===== src/inc/icu_pkg.sv =====
// constants, source numbering and state codes of the interrupt priority controller
// assumes a single core clock; shared by every design file of the block
package icu_pkg;

  localparam int W        = 24;
  localparam int N_EXT    = 4;
  localparam int N_DMA    = 6;
  localparam int N_PER    = 4;
  localparam int N_SRC    = 20;
  localparam int IDX_W    = 5;

  // source numbering follows the fixed order inside a level, highest first
  localparam int SRC_STACK = 0;
  localparam int SRC_BADOP = 1;
  localparam int SRC_DEBUG = 2;
  localparam int SRC_TRAP  = 3;
  localparam int SRC_NMI   = 4;
  localparam int SRC_NMPER = 5;
  localparam int SRC_EXT   = 6;
  localparam int SRC_DMA   = 10;
  localparam int SRC_PER   = 16;

  // field positions inside the two priority registers
  localparam int EXT_FLD_POS = 0;
  localparam int EXT_FLD_W   = 3;
  localparam int EXT_TRIG    = 2;
  localparam int DMA_FLD_POS = 12;
  localparam int PER_FLD_POS = 0;
  localparam int LVL_W       = 2;

  localparam logic [W-1:0] PRIO_RST = 24'h000000;
  localparam logic [1:0]   IPL_TOP  = 2'h3;
  localparam logic [1:0]   FLD_OFF  = 2'h0;

  // two-word slot of each source, relative to the vector base
  localparam logic [7:0] VEC_OFF [N_SRC] = '{
    8'h02, 8'h04, 8'h06, 8'h08, 8'h0a, 8'h0c,
    8'h10, 8'h12, 8'h14, 8'h16,
    8'h18, 8'h1a, 8'h1c, 8'h1e, 8'h20, 8'h22,
    8'h24, 8'h26, 8'h28, 8'h2a};

  typedef enum logic [3:0] {
    ST_IDLE   = 4'b0001,
    ST_FETCH1 = 4'b0010,
    ST_FETCH2 = 4'b0100,
    ST_FAST   = 4'b1000
  } seq_state_t;

endpackage


===== src/inc/arb_if.sv =====
// request and grant signals between the controller and its arbiter
// assumes both ends run on the core clock
`timescale 1ns/1ps
interface arb_if;
  import icu_pkg::*;
  logic [N_SRC-1:0]  req;
  logic [1:0]        priority_level [N_SRC];
  logic [1:0]        mask;
  logic              grant_valid;
  logic [IDX_W-1:0]  grant_idx;
  logic [1:0]        grant_ipl;

  modport ctrl (output req, priority_level, mask, input grant_valid, grant_idx, grant_ipl);
  modport arb  (input req, priority_level, mask, output grant_valid, grant_idx, grant_ipl);
endinterface


===== src/logic/core_interrupt_priority_controller.sv =====
// interrupt priority controller: pending flags, arbitration, two-word vector fetch
// assumes the core sequencer pulses instr_done after each instruction and
// reports jsr and routine end for the inserted words
//
// Contract
// - unmasked internal source served, request auto-cleared
// - each maskable internal source separately enabled
// - nmi edge-detected, level 3, never masked
// - edge request pends on fall, clears on service
// - disabled external request ignored, latch held reset
// - disabling level request cancels unless already fetched
// - undefined opcode raises level-3 exception immediately
// - taken trap raises level-3 exception immediately
// - status mask blocks levels below it, never 3
// - level field 00 off, else level field-1
// - trigger bit 0 level, 1 falling edge
// - priority registers read-write, cleared by resets
// - highest pending level served first
// - level-3 fixed order stack to peripheral nmi
// - maskable order a,b,c,d, dma0-5, peripherals
// - prior multi-cycle fetch aborted, refetched after return
// - prior one-cycle instruction completes before routine
// - vector fetch reads start address then next
// - fast routine not interruptible, status unsaved
// - jsr in vector forms long routine, masks raised
// - long routine interruptible only by higher levels; a level-3 routine still admits level 3, as mask 3 never blocks it
// - arbitrate after each instruction against status mask
// - pending flag held until second word fetched
// - each source has two-word slot from base
`timescale 1ns/1ps
module core_interrupt_priority_controller
  import icu_pkg::*;
(
  input  wire logic             core_clk,
  input  wire logic             reset,
  input  wire logic             clk_en,
  input  wire logic             reset_instr,
  input  wire logic             core_prio_wr,
  input  wire logic             periph_prio_wr,
  input  wire logic [W-1:0]     prio_wdata,
  output logic      [W-1:0]     core_interrupt_priority,
  output logic      [W-1:0]     peripheral_interrupt_priority,
  input  wire logic             nmi_n,
  input  wire logic [N_EXT-1:0] ext_request_n,
  input  wire logic             stack_error,
  input  wire logic             bad_opcode_exception,
  input  wire logic             debug_request,
  input  wire logic             trap_taken,
  input  wire logic             nm_periph_request,
  input  wire logic [N_DMA-1:0] dma_request,
  input  wire logic [N_PER-1:0] periph_request,
  input  wire logic             mask_bit_high,
  input  wire logic             mask_bit_low,
  input  wire logic [W-1:0]     vector_base,
  input  wire logic             instr_done,
  input  wire logic             multicycle_fetched,
  input  wire logic             vector_jsr,
  input  wire logic             fast_done,
  output logic                  int_fetch,
  output logic      [W-1:0]     vec_addr,
  output logic                  abort_prev,
  output logic      [N_EXT-1:0] ext_ack,
  output logic                  long_entry,
  output logic      [1:0]       new_mask,
  output logic                  fast_active
);

  ////////////////////////////////////////////////////////////////////////////
  // priority registers

  logic [W-1:0] core_prio_q;
  logic [W-1:0] periph_prio_q;

  always_ff @(posedge core_clk)
    if (reset)
      core_prio_q <= PRIO_RST;
    else if (clk_en)
    begin
      if (reset_instr)
        core_prio_q <= PRIO_RST;
      else if (core_prio_wr)
        core_prio_q <= prio_wdata;
    end

  always_ff @(posedge core_clk)
    if (reset)
      periph_prio_q <= PRIO_RST;
    else if (clk_en)
    begin
      if (reset_instr)
        periph_prio_q <= PRIO_RST;
      else if (periph_prio_wr)
        periph_prio_q <= prio_wdata;
    end

  assign core_interrupt_priority       = core_prio_q;
  assign peripheral_interrupt_priority = periph_prio_q;

  ////////////////////////////////////////////////////////////////////////////
  // per-source level fields, enables and pending flags

  arb_if arb ();

  seq_state_t       st_q;
  logic [IDX_W-1:0] cur_idx_q;
  logic [1:0]       cur_ipl_q;
  logic [N_SRC-1:0] pend;
  logic [N_SRC-1:0] set_vec;
  logic [N_SRC-1:0] clear_vec;
  logic [N_SRC-1:0] enabled;
  logic [1:0]       fld [N_SRC];
  logic [N_EXT:0]   ext_trig;

  // internal sources arrive as one-cycle pulses from logic on this clock
  assign set_vec = {periph_request, dma_request, {N_EXT{1'b0}}, nm_periph_request,
                    1'b0, trap_taken, debug_request, bad_opcode_exception,
                    stack_error};

  genvar g;
  generate
    for (g = 0; g < N_SRC; g++)
    begin : g_src
      // pending flag drops only when the second vector word is fetched
      assign clear_vec[g] = clk_en && st_q == ST_FETCH2 && cur_idx_q == IDX_W'(g);

      if (g < SRC_EXT)
      begin : g_l3
        assign fld[g]     = FLD_OFF;
        assign enabled[g] = 1'b1;
        assign arb.priority_level[g] = IPL_TOP;
      end
      else
      begin : g_mask
        if (g < SRC_DMA)
          assign fld[g] = core_prio_q[EXT_FLD_POS + EXT_FLD_W*(g-SRC_EXT) +: LVL_W];
        else if (g < SRC_PER)
          assign fld[g] = core_prio_q[DMA_FLD_POS + LVL_W*(g-SRC_DMA) +: LVL_W];
        else
          assign fld[g] = periph_prio_q[PER_FLD_POS + LVL_W*(g-SRC_PER) +: LVL_W];
        assign enabled[g] = fld[g] != FLD_OFF;
        assign arb.priority_level[g] = fld[g] - 2'h1;
      end

      if (g == SRC_NMI || (g >= SRC_EXT && g < SRC_DMA))
      begin : g_pin
        localparam int K = (g == SRC_NMI) ? N_EXT : g - SRC_EXT;
        logic pin_sel;
        // split so the nmi branch never indexes past the request pins
        if (g == SRC_NMI)
        begin : g_nmi
          assign ext_trig[K] = 1'b1;
          assign pin_sel     = nmi_n;
        end
        else
        begin : g_irq
          assign ext_trig[K] = core_prio_q[EXT_FLD_POS + EXT_FLD_W*K + EXT_TRIG];
          assign pin_sel     = ext_request_n[K];
        end
        ext_request_latch u_latch (
          .core_clk  (core_clk),
          .reset     (reset),
          .clk_en    (clk_en),
          .pin_n     (pin_sel),
          .enable    (enabled[g]),
          .edge_mode (ext_trig[K]),
          .clear     (clear_vec[g]),
          .pending   (pend[g])
        );
      end
      else
      begin : g_int
        logic pend_q;
        // a new request in the clear cycle is kept: set beats clear
        always_ff @(posedge core_clk)
          if (reset)
            pend_q <= 1'b0;
          else if (clk_en)
          begin
            if (set_vec[g])
              pend_q <= 1'b1;
            else if (clear_vec[g])
              pend_q <= 1'b0;
          end
        assign pend[g] = pend_q;
      end
    end
  endgenerate

  assign arb.req  = pend & enabled;
  assign arb.mask = {mask_bit_high, mask_bit_low};

  priority_arbiter u_arb (
    .bus (arb)
  );

  ////////////////////////////////////////////////////////////////////////////
  // vector fetch sequence

  logic start;

  // arbitration only from idle: a fast routine cannot be interrupted
  assign start = st_q == ST_IDLE && instr_done && arb.grant_valid;

  always_ff @(posedge core_clk)
    if (reset)
      st_q <= ST_IDLE;
    else if (clk_en)
    begin
      unique case (st_q)
        ST_IDLE:   if (start) st_q <= ST_FETCH1;
        ST_FETCH1: st_q <= ST_FETCH2;
        ST_FETCH2: st_q <= ST_FAST;
        ST_FAST:   if (vector_jsr || fast_done) st_q <= ST_IDLE;
      endcase
    end

  // the chosen source is frozen at start, so a later disable cannot cancel it
  always_ff @(posedge core_clk)
    if (reset)
    begin
      cur_idx_q <= '0;
      cur_ipl_q <= 2'h0;
    end
    else if (clk_en && start)
    begin
      cur_idx_q <= arb.grant_idx;
      cur_ipl_q <= arb.grant_ipl;
    end

  always_ff @(posedge core_clk)
    if (reset)
      vec_addr <= '0;
    else if (clk_en)
    begin
      if (start)
        vec_addr <= vector_base + W'(VEC_OFF[arb.grant_idx]);
      else if (st_q == ST_FETCH1)
        vec_addr <= vec_addr + W'(1);
    end

  // one-cycle instructions run on; longer ones are dropped and refetched
  always_ff @(posedge core_clk)
    if (reset)
      abort_prev <= 1'b0;
    else if (clk_en)
      abort_prev <= start && multicycle_fetched;

  always_ff @(posedge core_clk)
    if (reset)
      ext_ack <= '0;
    else if (clk_en)
      for (int k = 0; k < N_EXT; k++)
        ext_ack[k] <= st_q == ST_FETCH1 && cur_idx_q == IDX_W'(SRC_EXT + k);

  // long routine: core stacks pc and status, clears loop, scaling and
  // sixteen-bit mode, and loads the raised mask
  always_ff @(posedge core_clk)
    if (reset)
    begin
      long_entry <= 1'b0;
      new_mask   <= 2'h0;
    end
    else if (clk_en)
    begin
      long_entry <= st_q == ST_FAST && vector_jsr;
      if (st_q == ST_FAST && vector_jsr)
        new_mask <= (cur_ipl_q == IPL_TOP) ? IPL_TOP : cur_ipl_q + 2'h1;
    end

  assign int_fetch   = st_q == ST_FETCH1 || st_q == ST_FETCH2;
  assign fast_active = st_q == ST_FAST;

  // pins keep their own latch rules, so only internal flags are followed here
  logic cur_internal;
  assign cur_internal = cur_idx_q != IDX_W'(SRC_NMI)
                        && (cur_idx_q < IDX_W'(SRC_EXT) || cur_idx_q >= IDX_W'(SRC_DMA));
endmodule // core_interrupt_priority_controller


===== src/logic/ext_request_latch.sv =====
// one external request line: synchroniser, falling-edge latch and level path
// assumes pin_n is asynchronous to core_clk
`timescale 1ns/1ps
module ext_request_latch
  import icu_pkg::*;
(
  input  wire logic core_clk,
  input  wire logic reset,
  input  wire logic clk_en,
  input  wire logic pin_n,
  input  wire logic enable,
  input  wire logic edge_mode,
  input  wire logic clear,
  output logic      pending
);
  logic sync1_q;
  logic sync2_q;
  logic prev_q;
  logic latch_q;
  logic fall;

  always_ff @(posedge core_clk)
    if (reset)
    begin
      sync1_q <= 1'b1;
      sync2_q <= 1'b1;
      prev_q  <= 1'b1;
    end
    else if (clk_en)
    begin
      sync1_q <= pin_n;
      sync2_q <= sync1_q;
      prev_q  <= sync2_q;
    end

  assign fall = prev_q & ~sync2_q;

  // set wins over clear so an edge in the service cycle is kept
  always_ff @(posedge core_clk)
    if (reset)
      latch_q <= 1'b0;
    else if (clk_en)
    begin
      if (!enable)
        latch_q <= 1'b0;
      else if (edge_mode && fall)
        latch_q <= 1'b1;
      else if (clear)
        latch_q <= 1'b0;
    end

  // level mode is never cleared here: the source withdraws the line itself
  assign pending = enable & (edge_mode ? latch_q : ~sync2_q);
endmodule // ext_request_latch


===== src/logic/priority_arbiter.sv =====
// picks the highest unmasked level, then the lowest source number
// assumes requests are already filtered by their enables
`timescale 1ns/1ps
module priority_arbiter
  import icu_pkg::*;
(
  arb_if.arb bus
);
  always_comb
  begin
    bus.grant_valid = 1'b0;
    bus.grant_idx   = '0;
    bus.grant_ipl   = 2'h0;
    for (int i = 0; i < N_SRC; i++)
      if (bus.req[i] && (bus.priority_level[i] == IPL_TOP || bus.priority_level[i] >= bus.mask)
          && (!bus.grant_valid || bus.priority_level[i] > bus.grant_ipl))
      begin
        bus.grant_valid = 1'b1;
        bus.grant_idx   = IDX_W'(i);
        bus.grant_ipl   = bus.priority_level[i];
      end
  end
endmodule // priority_arbiter


===== config.mk =====
export PLATFORM = sky130hd
export DESIGN_NAME = core_interrupt_priority_controller
export DESIGN_NICKNAME = d
export VERILOG_FILES = /design/src/inc/icu_pkg.sv /design/src/inc/arb_if.sv /design/src/logic/core_interrupt_priority_controller.sv /design/src/logic/ext_request_latch.sv /design/src/logic/priority_arbiter.sv
export SDC_FILE = /design/constraint.sdc
export NUM_CORES = 1
export LEC_CHECK = 0
export BUFFER_PORTS_ARGS = -buffer_cell sky130_fd_sc_hd__buf_4
export CORE_ASPECT_RATIO = 1.2
export CORE_MARGIN = 2
export CORE_UTILIZATION = 37
export DETAILED_ROUTE_END_ITERATION = 8
export HOLD_SLACK_MARGIN = 0.15
export MAX_ROUTING_LAYER = met4
export PLACE_DENSITY = 0.56
export SLEW_MARGIN = 20
export SYNTH_ARGS = -nofsm -noshare
export SYNTH_HDL_FRONTEND = slang
export SYNTH_SLANG_ARGS = --single-unit

===== constraint.sdc =====
create_clock -name core_clk -period 21.9 [get_ports core_clk]
set_input_delay 3.285 -clock core_clk [delete_from_list [all_inputs] [get_ports core_clk]]
set_output_delay 3.285 -clock core_clk [all_outputs]
set_load 0.02 [all_outputs]

### Yosys cells after proc, flatten, opt, wreduce, memory -nomap -nowiden

Memories as Yosys holds them, arrays and structs flattened.
Index checks and enable logic that the tools add are counted.

| word-level totals | value |
|---|---|
| bits in registers | 126 |
| bits in latches | 0 |
| RAM bits | 0 |
| ROM bits | 256 |
| logic and storage cells | 456 |
| memories | 1 |

| operators by class | value |
|---|---|
| add/sub/neg operators | 17 |
| $mul | 0 |
| divide/modulo/power cells | 0 |
| $lt $le $gt $ge | 34 |
| equality and inequality tests | 44 |
| shift-type cells | 0 |
| muxes and demuxes | 119 |
| bitwise operators | 16 |
| reduce and logical (&&, ||, !) cells | 180 |

Memories:

| memory | depth | bits a word | read ports | clocked after memory_dff | write ports | line | RTL |
|---|---|---|---|---|---|---|---|
| (no name shown) | 32 | 8 | 1 | 0 | 0 | core_interrupt_priority_controller.sv:236 | `vec_addr <= vector_base + W'(VEC_OFF[arb.grant_idx]);` |

Operator list:

| cell | number |
|---|---|
| 2-to-1 mux 24 bit | 6 |
| 2-to-1 mux 1 bit | 69 |
| logical AND 1 bit | 67 |
| nonzero test 2 bit | 33 |
| AND reduction 2 bit | 24 |
| 2-to-1 mux 2 bit | 23 |
| == test 5 x 4 -> 1 bit, second input constant | 8 |
| 2-to-1 mux 4 bit | 10 |
| logical OR 1 bit | 35 |
| == test 2 bit, second input constant | 15 |
| greater-or-equal comparator 2 bit | 14 |
| > comparator 2 bit | 14 |
| subtractor 2 x 1 -> 2 bit, second input constant | 14 |
| adder 24 x 1 -> 24 bit, second input constant | 1 |
| adder 24 x 8 -> 24 bit | 1 |
| AND 20 bit | 1 |
| == test 5 x 3 -> 1 bit, second input constant | 4 |
| == test 5 bit, second input constant | 4 |
| 2-to-1 mux 5 bit | 4 |
| zero test 1 bit | 19 |
| 2-to-1 mux 8 bit | 2 |
| one-hot mux 4 bit (4 select lines) | 1 |
| 2-to-1 mux 3 bit | 4 |
| inequality test 3 bit, second input constant | 4 |
| other kinds (16) | 33 |

### Depth between registers and ports, before layout

Gate-level depths: netlist (run 1).

| depth | value |
|---|---|
| depth after elaboration | 87 |
| mapped depth | 116 |
| mapped depth without buffers | 114 |

### By module

From an unflattened synthesis (run 1), not the netlist that was laid out.

| second synthesis, totals | value |
|---|---|
| cell total of the unflattened synthesis | 1243 |
| area, all modules | 9436.6 µm² |

Modules (own cells, without submodules):

| module | instances | cells an instance | area each (µm²) | sequential area each (µm²) |
|---|---|---|---|---|
| core_interrupt_priority_controller | 1 | 756 | 5769.3 | 2122.0 |
| priority_arbiter | 1 | 397 | 2753.9 | 0.0 |
| ext_request_latch | 5 | 18 | 182.7 | 80.1 |

### Least setup slack after synthesis (run 1)

Ideal clock, no wire load.

| timing | value |
|---|---|
| path type | input -> register |
| start | input mask_bit_high |
| end | register vec_addr[21] |
| setup time | 0.086 ns |
| data arrival time | 22.385 ns |
| required time | 21.814 ns |
| slack | -0.572 ns |
| stages | 100 |
| path buffers | 2 |
| cells stage by stage | inv_1 ha_1 a21oi_1 o31ai_1 o31ai_1 ha_1 a2bb2oi_1 o211ai_1 o21ai_0 nand2_1 ha_1 nor2b_1 o21ai_0 a21o_1 a31oi_4 ha_1 nor2b_1 o21ai_0 [... 64 more ...] a22oi_1 o21ai_0 inv_1 ha_1 or2_2 a21oi_1 a21oi_1 fa_1 nor2b_1 o21a_1 o21ai_0 a21oi_1 nor2b_1 nand2_1 or3_1 nand3_1 o21ai_1 a221oi_2 |

| between the ends | value |
|---|---|
| cells in the longest elaborated chain, start to end | 63 |
| elaborated cells on any way between the ends | 145 |
| classes of those cells | 1 x add/sub; 27 x order compare; 44 x mux; 1 x bitwise; 71 x reduce/logical; 1 x memory |

RTL lines:

| item | line | RTL |
|---|---|---|
| start: declaration | core_interrupt_priority_controller.sv:52 | `input wire logic mask_bit_high,` |
| greater-or-equal comparator 2 bit | priority_arbiter.sv:15 | `if (bus.req[i] && (bus.priority_level[i] == IPL_TOP \|\| bus.priority_level[i] >= bus.mask)` |
| logical OR 1 bit | priority_arbiter.sv:15 |  |
| logical AND 1 bit | priority_arbiter.sv:15 |  |
| logical AND 1 bit | priority_arbiter.sv:16 | `&& (!bus.grant_valid \|\| bus.priority_level[i] > bus.grant_ipl))` |
| 2-to-1 mux 2 bit or 2-to-1 mux 1 bit (tied branches) | priority_arbiter.sv:15 |  |
| > comparator 2 bit or zero test 1 bit (tied branches) | priority_arbiter.sv:16 |  |
| logical OR 1 bit | priority_arbiter.sv:16 |  |
| logical AND 1 bit | priority_arbiter.sv:16 |  |
| [... 47 more ...] | - |  |
| logical AND 1 bit | priority_arbiter.sv:16 |  |
| 2-to-1 mux 5 bit (*) | priority_arbiter.sv:15 |  |
| net arb.grant_idx[1] | arb_if.sv:10 | `logic [IDX_W-1:0] grant_idx;` |
| inverter 5 -> 6 bit (implied by the code) (*) | core_interrupt_priority_controller.sv:236 |  |
| memory (32 x 8 bit) (*) | - |  |
| 2-to-1 mux 8 bit (implied by the code) (*) (2 in series) | core_interrupt_priority_controller.sv:236 |  |
| adder 24 x 8 -> 24 bit (*) | core_interrupt_priority_controller.sv:236 |  |
| 2-to-1 mux 24 bit (*) | core_interrupt_priority_controller.sv:235 | `if (start)` |
| end signal: assignment | core_interrupt_priority_controller.sv:236 |  |
| end signal: assignment | core_interrupt_priority_controller.sv:238 | `vec_addr <= vec_addr + W'(1);` |
| end: declaration | core_interrupt_priority_controller.sv:60 | `output logic [W-1:0] vec_addr,` |

The timed path passes the listed nets; every way through them passes the cells marked *. The select of a mux whose other input is x is not followed.
A chain may end at the register's enable or synchronous reset.

### Final worst setup path (run 1)

| timing | value |
|---|---|
| start | input mask_bit_low |
| end | register vec_addr[23] |

| between the ends | value |
|---|---|
| cells in the longest elaborated chain, start to end | 63 |
| elaborated cells on any way between the ends | 145 |
| classes of those cells | 1 x add/sub; 27 x order compare; 44 x mux; 1 x bitwise; 71 x reduce/logical; 1 x memory |

RTL lines:

| item | line | RTL |
|---|---|---|
| start: declaration | core_interrupt_priority_controller.sv:53 | `input wire logic mask_bit_low,` |
| greater-or-equal comparator 2 bit | priority_arbiter.sv:15 |  |
| logical OR 1 bit | priority_arbiter.sv:15 |  |
| logical AND 1 bit | priority_arbiter.sv:15 |  |
| logical AND 1 bit | priority_arbiter.sv:16 |  |
| 2-to-1 mux 2 bit or 2-to-1 mux 1 bit (tied branches) | priority_arbiter.sv:15 |  |
| > comparator 2 bit or zero test 1 bit (tied branches) | priority_arbiter.sv:16 |  |
| logical OR 1 bit | priority_arbiter.sv:16 |  |
| logical AND 1 bit | priority_arbiter.sv:16 |  |
| [... 46 more ...] | - |  |
| logical OR 1 bit | priority_arbiter.sv:16 |  |
| logical AND 1 bit | priority_arbiter.sv:16 |  |
| 2-to-1 mux 5 bit | priority_arbiter.sv:15 |  |
| inverter 5 -> 6 bit (implied by the code) | core_interrupt_priority_controller.sv:236 |  |
| memory (32 x 8 bit) | - |  |
| 2-to-1 mux 8 bit (implied by the code) (2 in series) | core_interrupt_priority_controller.sv:236 |  |
| adder 24 x 8 -> 24 bit | core_interrupt_priority_controller.sv:236 |  |
| 2-to-1 mux 24 bit | core_interrupt_priority_controller.sv:235 |  |

Several ways; a longest one is shown, not always the timed one. The select of a mux whose other input is x is not followed.

==> out/qor.txt, run 1 <==
Worst Setup Slack post-DPL = -742.4 ps
hold crit path type = reg -> reg
Worst Tran Pin Value = 1491 ps
flop-to-flop setup slack = 2370 ps
number of synthesized flops with an enable pin = 0
Tmin final = 21210 ps
Worst Path Buf+Inv = 13
Worst path slowest cell = or3_4
Final Skew = 16.60 ps
normalized max-slew margin = 0.5726%
hold path startpoint = peripheral_interrupt_priority[16]
Inserted Diodes = 0
worst hold path cell count = 2
die area = 25550 µm²
Syn Area/Cell = 7.672 µm²
antenna-violating nets left = 0
count of cell types in the netlist = 86
number of nets in the layout = 1547
Most used DFF post-synth = dfxtp_1
Hold Path End = peripheral_interrupt_priority[16]
final std cells w/o fill = 1711
pwr/cell area = 66.51 nW/µm²
Yosys Warn Count = 0
CP most frequent cell = ha_1
global placer's final weighted congestion = 0.9552
DR iter-0 viols = 425
FF-to-FF path depth = 112
CP peak stage delay = 370 ps
crit path max fanout = 7
Syn Std Cell Area = 8984 µm²
clock-pin transition on the worst setup and hold timing paths = 70 ps
crit end category = flop
Slew Viols, Final = 0
Clock Tree Buf Depth = 2
placed insts = 1644
Cell Rows = 62
clock sinks = 126
initial antenna violation count = 0
first-pass GRT wire length = 45.03 mm
Clk pwr share = 37.0%
crit share post-route = 96.86%
share of power burned in registers = 31.7%
GRT Residual Overflow = 0
drt first pass iters = 5
Max Cap Violations = 0
largest net degree at the start of global routing = 85
max frequency = 0.04714 GHz
Clock Latency Late Sink = 430 ps
Area Growth Syn to Fin = 33.26%
die height = 174.7 µm
Crit Path Class = in -> reg
RR Endpoint = vec_addr[23]
port bufs = 161
WL per Instance = 16.81 µm
endpoints failing setup = 0
vias in the first global route = 8558
share of cells above drive strength 1 = 28.61%
final worst slack = 686.9 ps
final hold vios = 0
post-synthesis cell count = 1171
Via Count = 9025
leakage = 4.851 nW
total chip power = 796.2 µW
CTS tree = done
Post-synth ARST share = 0%
combinational group share of total power = 31.3%
hold buffers post-CTS = 0
vias per inst = 5.275
Placeable Area = 23890 µm²
Synth Net Count = 1340
Global Route Usage Sum = 22.46%
Final Hold Slack = 453.8 ps
Net Sw Power = 265.3 µW
maximum vdd drop = 53.47 µV
crit start category = input port
fin util = 50.10%
DP Wirelength = 21.18 mm
clk root buf = clkbuf_16
DRT Wirelength = 28.75 mm
#FFs+latches synth = 126
Worst EP arrival = 21560 ps
CTS Buf Count = 17
outcome = finished, final reports clean
Int Pwr = 530.9 µW
htree depth = 4
CP Data Required Time = 22240 ps
Die X = 146.2 µm
I/O Pins = 162
worst r2r src = g_src[3].g_int.pend_q
Net Sw Frac = 33.32%
sequential fraction of the synthesis area = 28.08%
CP top delay family = compound AO/OA/AOI/OAI gates
Starting Density = 37.60%
DR DRC count = 0
## sequential cells by signal, indices dropped and copies added, names as in the netlist
signal                         flops
abort_prev                         1
g_src.g_pin.u_latch.prev_q         5
g_src.g_pin.u_latch.latch_q        5
cur_idx_q                          5
long_entry                         1
peripheral_interrupt_priority     24
core_interrupt_priority           24
vec_addr                          24
g_src.g_pin.u_latch.sync2_q        5
g_src.g_int.pend_q                15
new_mask                           2
ext_ack                            4
st_q                               4
g_src.g_pin.u_latch.sync1_q        5
cur_ipl_q                          2
## power by group through the flow
| stage | Combinational, mW | Clock [mW] | Sequential, mW |
|---|---|---|---|
| floorplan | 0.140 | 0 | 0.258 |
| global placement | 0.204 | 0 | 0.257 |
| detailed placement | 0.207 | 0 | 0.257 |
| CTS | 0.211 | 0.301 | 0.252 |
| global route | 0.275 | 0.311 | 0.254 |
| finish | 0.249 | 0.295 | 0.252 |
## kinds of logic (layout without fill, tap and decap cells)
family / after synthesis / after routing / share of synthesized area [%]
xor+xnor: 20 / 20 / 1.950
compound gates: 332 / 332 / 25.03
flops: 126 / 126 / 28.08
mux: 3 / 3 / 0.4178
simple gates: 477 / 477 / 26.07
fa+ha+maj: 89 / 89 / 12.48
buf+inv: 124 / 344 / 5.975
## final cells by class
type / count / area, µm²
clock buffer: 18 / 439.2
clock inverter: 14 / 172.7
fill: 2460 / 11920
inverter: 69 / 262.8
multi-input combinational: 921 / 6350
sequential: 126 / 2522
tap: 320 / 400.4
timing repair buffer: 243 / 1824
## stage by stage
stage,TNS [ps],instance area (µm²)
final,0,11970
after CTS,0,11370
after global placement,0,10680
after detailed placement,-4861,10680
after global routing,-2199,11970
after floorplan,0,8997
## timing repair
item,in CTS,in global routing
setup buffers,5,30
pin swaps,4,53
cloned,0,0
setup endpoints to repair,6,22
hold endpoints to repair,0,0
gates resized for setup,7,81
## Yosys cell counts (all sizes together) (13+ instances only)
library cell  instances  area (µm²)
clkbuf               31       117.6
nor2b                58       365.3
nor3                 22       126.4
a211oi               13       132.6
nand3                36       180.2
nand2b               21       138.9
buf                  24       160.1
inv                  68       255.3
a211o                19       166.4
dfxtp               126        2522
nor2                 82       317.8
nand2               190       715.7
ha                   88        1101
o21ai                70       361.6
a21oi               129       664.4
## worst max-delay path by stage
stage          slack [ps]     startpoint  cells after the start      endpoint
2_1_floorplan          20  mask_bit_high                    100  vec_addr[21]
3_3_place_gp           40   mask_bit_low                     99  vec_addr[21]
3_5_place_dp         -740   mask_bit_low                    101  vec_addr[21]
4_1_cts                50   mask_bit_low                    102  vec_addr[21]
5_1_grt              -320   mask_bit_low                    113  vec_addr[23]
6_report              690   mask_bit_low                    110  vec_addr[23]
## worst reg2reg max path, delay by kind of cell (launching register included)
| family | cells | cell delay (ps) |
|---|---|---|
| AO/OA/AOI/OAI | 51 | 7480 |
| adder cells (fa/ha/maj) | 17 | 4560 |
| buffers and inverters | 13 | 1500 |
| flip-flops | 1 | 330 |
| multiplexers | 1 | 330 |
| AND/OR/NAND/NOR | 30 | 5260 |
## routing by layer
layer  share of wire, %  routed length, µm  up-vias  track usage [%]
met5                  0                  0        -                -
met4                1.3                367        0            5.057
met3                4.5               1292       27            3.995
met2                 51              14630      191            38.74
met1                 43              12460     4265            27.43
li1                   -                  -     4542                -
## cells in the final DEF (no fill, tap or decap), drive strengths merged, types with 6 or more instances in the layout
cell / n
buf: 243
nand2: 190
a21oi: 129
dfxtp: 126
ha: 88
nor2: 82
inv: 74
o21ai: 70
nor2b: 58
nand3: 36
nor3: 22
nand2b: 21
a211o: 19
clkbuf: 18
a211oi: 13
and3: 12
xor2: 12
a31oi: 12
or2: 11
a21o: 10
a22oi: 10
o31ai: 10
or3: 9
xnor2: 8
nand4: 8
o21bai: 8
o22ai: 8
a221oi: 7
nor3b: 6
Note: power is estimated with default switching activity, not from simulation.
==> run 2: changes to the inputs <==
- PLACE_DENSITY: 0.56 -> not set
- PLACE_DENSITY_LB_ADDON: not set -> 0.15
==> out/qor.txt, run 2 (synthesis gave the netlist of run 1 again) <==
sequential cell area = 2522 µm² (unchanged)
crit share post-route = 96.09% (-0.77 points)
most common cell after layout, fill and taps aside = buf_4
final hold vios = 0 (unchanged)
Crit Path Class = in -> reg
Worst path slowest cell = a2111oi_4
first-pass GRT wire length = 44.24 mm (-1.7%)
DRT Wirelength = 28.72 mm (-0.13%)
Clk pwr share = 36.8% (-0.2 points)
drt first pass iters = 5 (unchanged)
Cell Rows = 62 (unchanged)
Hold Path End = peripheral_interrupt_priority[15]
grt met3 use = 3.708% (-0.29 points)
setup TNS = 0 ps (unchanged)
worst hold path cell count = 2 (unchanged)
Clock Tree Buf Depth = 2 (unchanged)
Worst Tran Pin Value = 1396 ps (-95.82 ps)
CTS tree = done
Final Skew = 10.27 ps (-6.333 ps)
crit path max fanout = 5 (-2)
WL per Instance = 16.89 µm (+0.51%)
I/O Pins = 162 (unchanged)
Slew Viols, Final = 0 (unchanged)
largest net degree at the start of global routing = 78 (-8.2%)
outcome = finished, final reports clean
CTS Buf Count = 17 (unchanged)
DR iter-0 viols = 450 (+5.9%)
Global Route Usage Sum = 22.31% (-0.15 points)
leakage = 4.772 nW (-1.6%)
CP Data Required Time = 22240 ps (about the same)
Top Usage Layer GRT = met2
share of power burned in registers = 32.6% (+0.9 points)
CP top delay family = compound AO/OA/AOI/OAI gates
die height = 174.7 µm (unchanged)
fin util = 49.24% (-0.87 points)
GRT Residual Overflow = 0 (unchanged)
fin area = 11760 µm² (-1.7%)
Worst EP arrival = 21380 ps (-180 ps)
clock-pin transition on the worst setup and hold timing paths = 60 ps (about the same)
Fill cells = 2472 (+0.49%)
Starting Density = 37.60% (unchanged)
Clock Latency Late Sink = 430 ps (about the same)
DP Wirelength = 21.46 mm (+1.3%)
combinational group share of total power = 30.6% (-0.7 points)
Int Pwr = 519.3 µW (-2.2%)
crit start category = input port
vias in the first global route = 8461 (-1.1%)
worst r2r src = g_src[3].g_int.pend_q
Max Cap Violations = 0 (unchanged)
maximum vdd drop = 51.55 µV (-3.6%)
number of nets in the layout = 1536 (-0.71%)
htree depth = 4 (unchanged)
hold crit path type = reg -> reg
FF-to-FF path depth = 106 (-5.4%)
hold path startpoint = peripheral_interrupt_priority[15]
Die X = 146.2 µm (unchanged)
Via Count = 8926 (-1.1%)
normalized max-slew margin = 6.961% (+6.4 points)
Worst Path Buf+Inv = 7 (-6)
clock sinks = 126 (unchanged)
area of the multi-input gates = 6238 µm² (-1.8%)
met1 Use GR = 27.10% (-0.33 points)
initial antenna violation count = 0 (unchanged)
flop-to-flop setup slack = 2490 ps (+120 ps)
endpoints failing setup = 0 (unchanged)
port bufs = 161 (unchanged)
antenna-violating nets left = 0 (unchanged)
die area = 25550 µm² (unchanged)
Placeable Area = 23890 µm² (unchanged)
total chip power = 774.5 µW (-2.7%)
pwr/cell area = 65.84 nW/µm² (-1.0%)
RR Endpoint = vec_addr[21]
CP most frequent cell = ha_1
met2 Resource Use GR = 38.66% (-0.079 points)
global placer's final weighted congestion = 0.9393 (-1.7%)
Area Growth Syn to Fin = 30.95%
most frequent cells in the layout = 230 x buf_4, 187 x nand2_1, 126 x dfxtp_1
CP peak stage delay = 380 ps (about the same)
share of cells above drive strength 1 = 26.67% (-1.9 points)
DR DRC count = 0 (unchanged)
Tmin final = 21040 ps (-169.4 ps)
clk root buf = clkbuf_16
crit end category = flop
Net Sw Power = 255.2 µW (-3.8%)
Final Hold Slack = 456.0 ps (+2.237 ps)
hold buffers post-CTS = 0 (unchanged)
max frequency = 0.04752 GHz (+0.80%)
Inserted Diodes = 0 (unchanged)
Net Sw Frac = 32.95% (-0.36 points)
dpl cell area = 10660 µm² (-0.18%)
vias per inst = 5.251 (-0.46%)
run 2: changes by cell type in the layout (fill, tap and decap cells not counted), moves of 3 or more:
cell / before / now
buf_4: 243 / 230
clkinv_4: 2 / 6
a21oi_2: 15 / 11
a21oi_1: 113 / 117
o21ai_2: 6 / 3
inv_6: 6 / 1
run 2: layout make-up:
type,instances,share of cell area (%)
inverters,69,2.234
multi-input cells,921,53.03
repair buffers,232,14.87
clock buffers,18,3.648
flip-flops and latches,126,21.44
clock inverters,14,1.372
well taps,320,3.404
run 2: worst min-delay path, cell delays in order (launching register included):
cell	delay, ps
dfxtp_1	310
nand2_1	50
a21oi_1	50
run 2: power groups by stage:
| stage | Combinational (mW) | Clock (mW) | Sequential (mW) |
|---|---|---|---|
| 6_report | 0.237 | 0.285 | 0.253 |
| 5_1_grt | 0.263 | 0.302 | 0.254 |
| 4_1_cts | 0.211 | 0.291 | 0.252 |
| 3_5_place_dp | 0.208 | 0 | 0.257 |
| 3_3_place_gp | 0.206 | 0 | 0.258 |
| 2_1_floorplan | 0.140 | 0 | 0.258 |
run 2: repair_timing:
action                     4_1_cts  5_1_grt
setup endpoints to repair        6       22
buffers inserted                 4       23
pin swaps                        3       41
resized for setup                6       59
run 2: routing by layer:
metal,wire length [µm],vias to the layer above
li1,-,4529
met2,14720,178
met3,1228,20
met4,331,0
met1,12430,4199
met5,0,-
run 2: stage by stage:
| stage | setup slack [ps] | cells |
|---|---|---|
| floorplan | 16.48 | 1171 |
| global placement | -64.60 | 1641 |
| detailed placement | -584.5 | 1641 |
| CTS | 55.34 | 1677 |
| global route | -268.3 | 1700 |
| finish | 856.3 | 1700 |
run 2: worst max-delay path by stage:
stage	endpoint	startpoint	cells after the start	slack (ps)
2_1_floorplan	vec_addr[21]	mask_bit_high	100	20
3_3_place_gp	vec_addr[21]	mask_bit_high	98	-60
3_5_place_dp	vec_addr[21]	mask_bit_low	99	-580
4_1_cts	vec_addr[21]	mask_bit_low	101	60
5_1_grt	vec_addr[23]	mask_bit_low	109	-270
6_report	vec_addr[21]	mask_bit_low	104	860
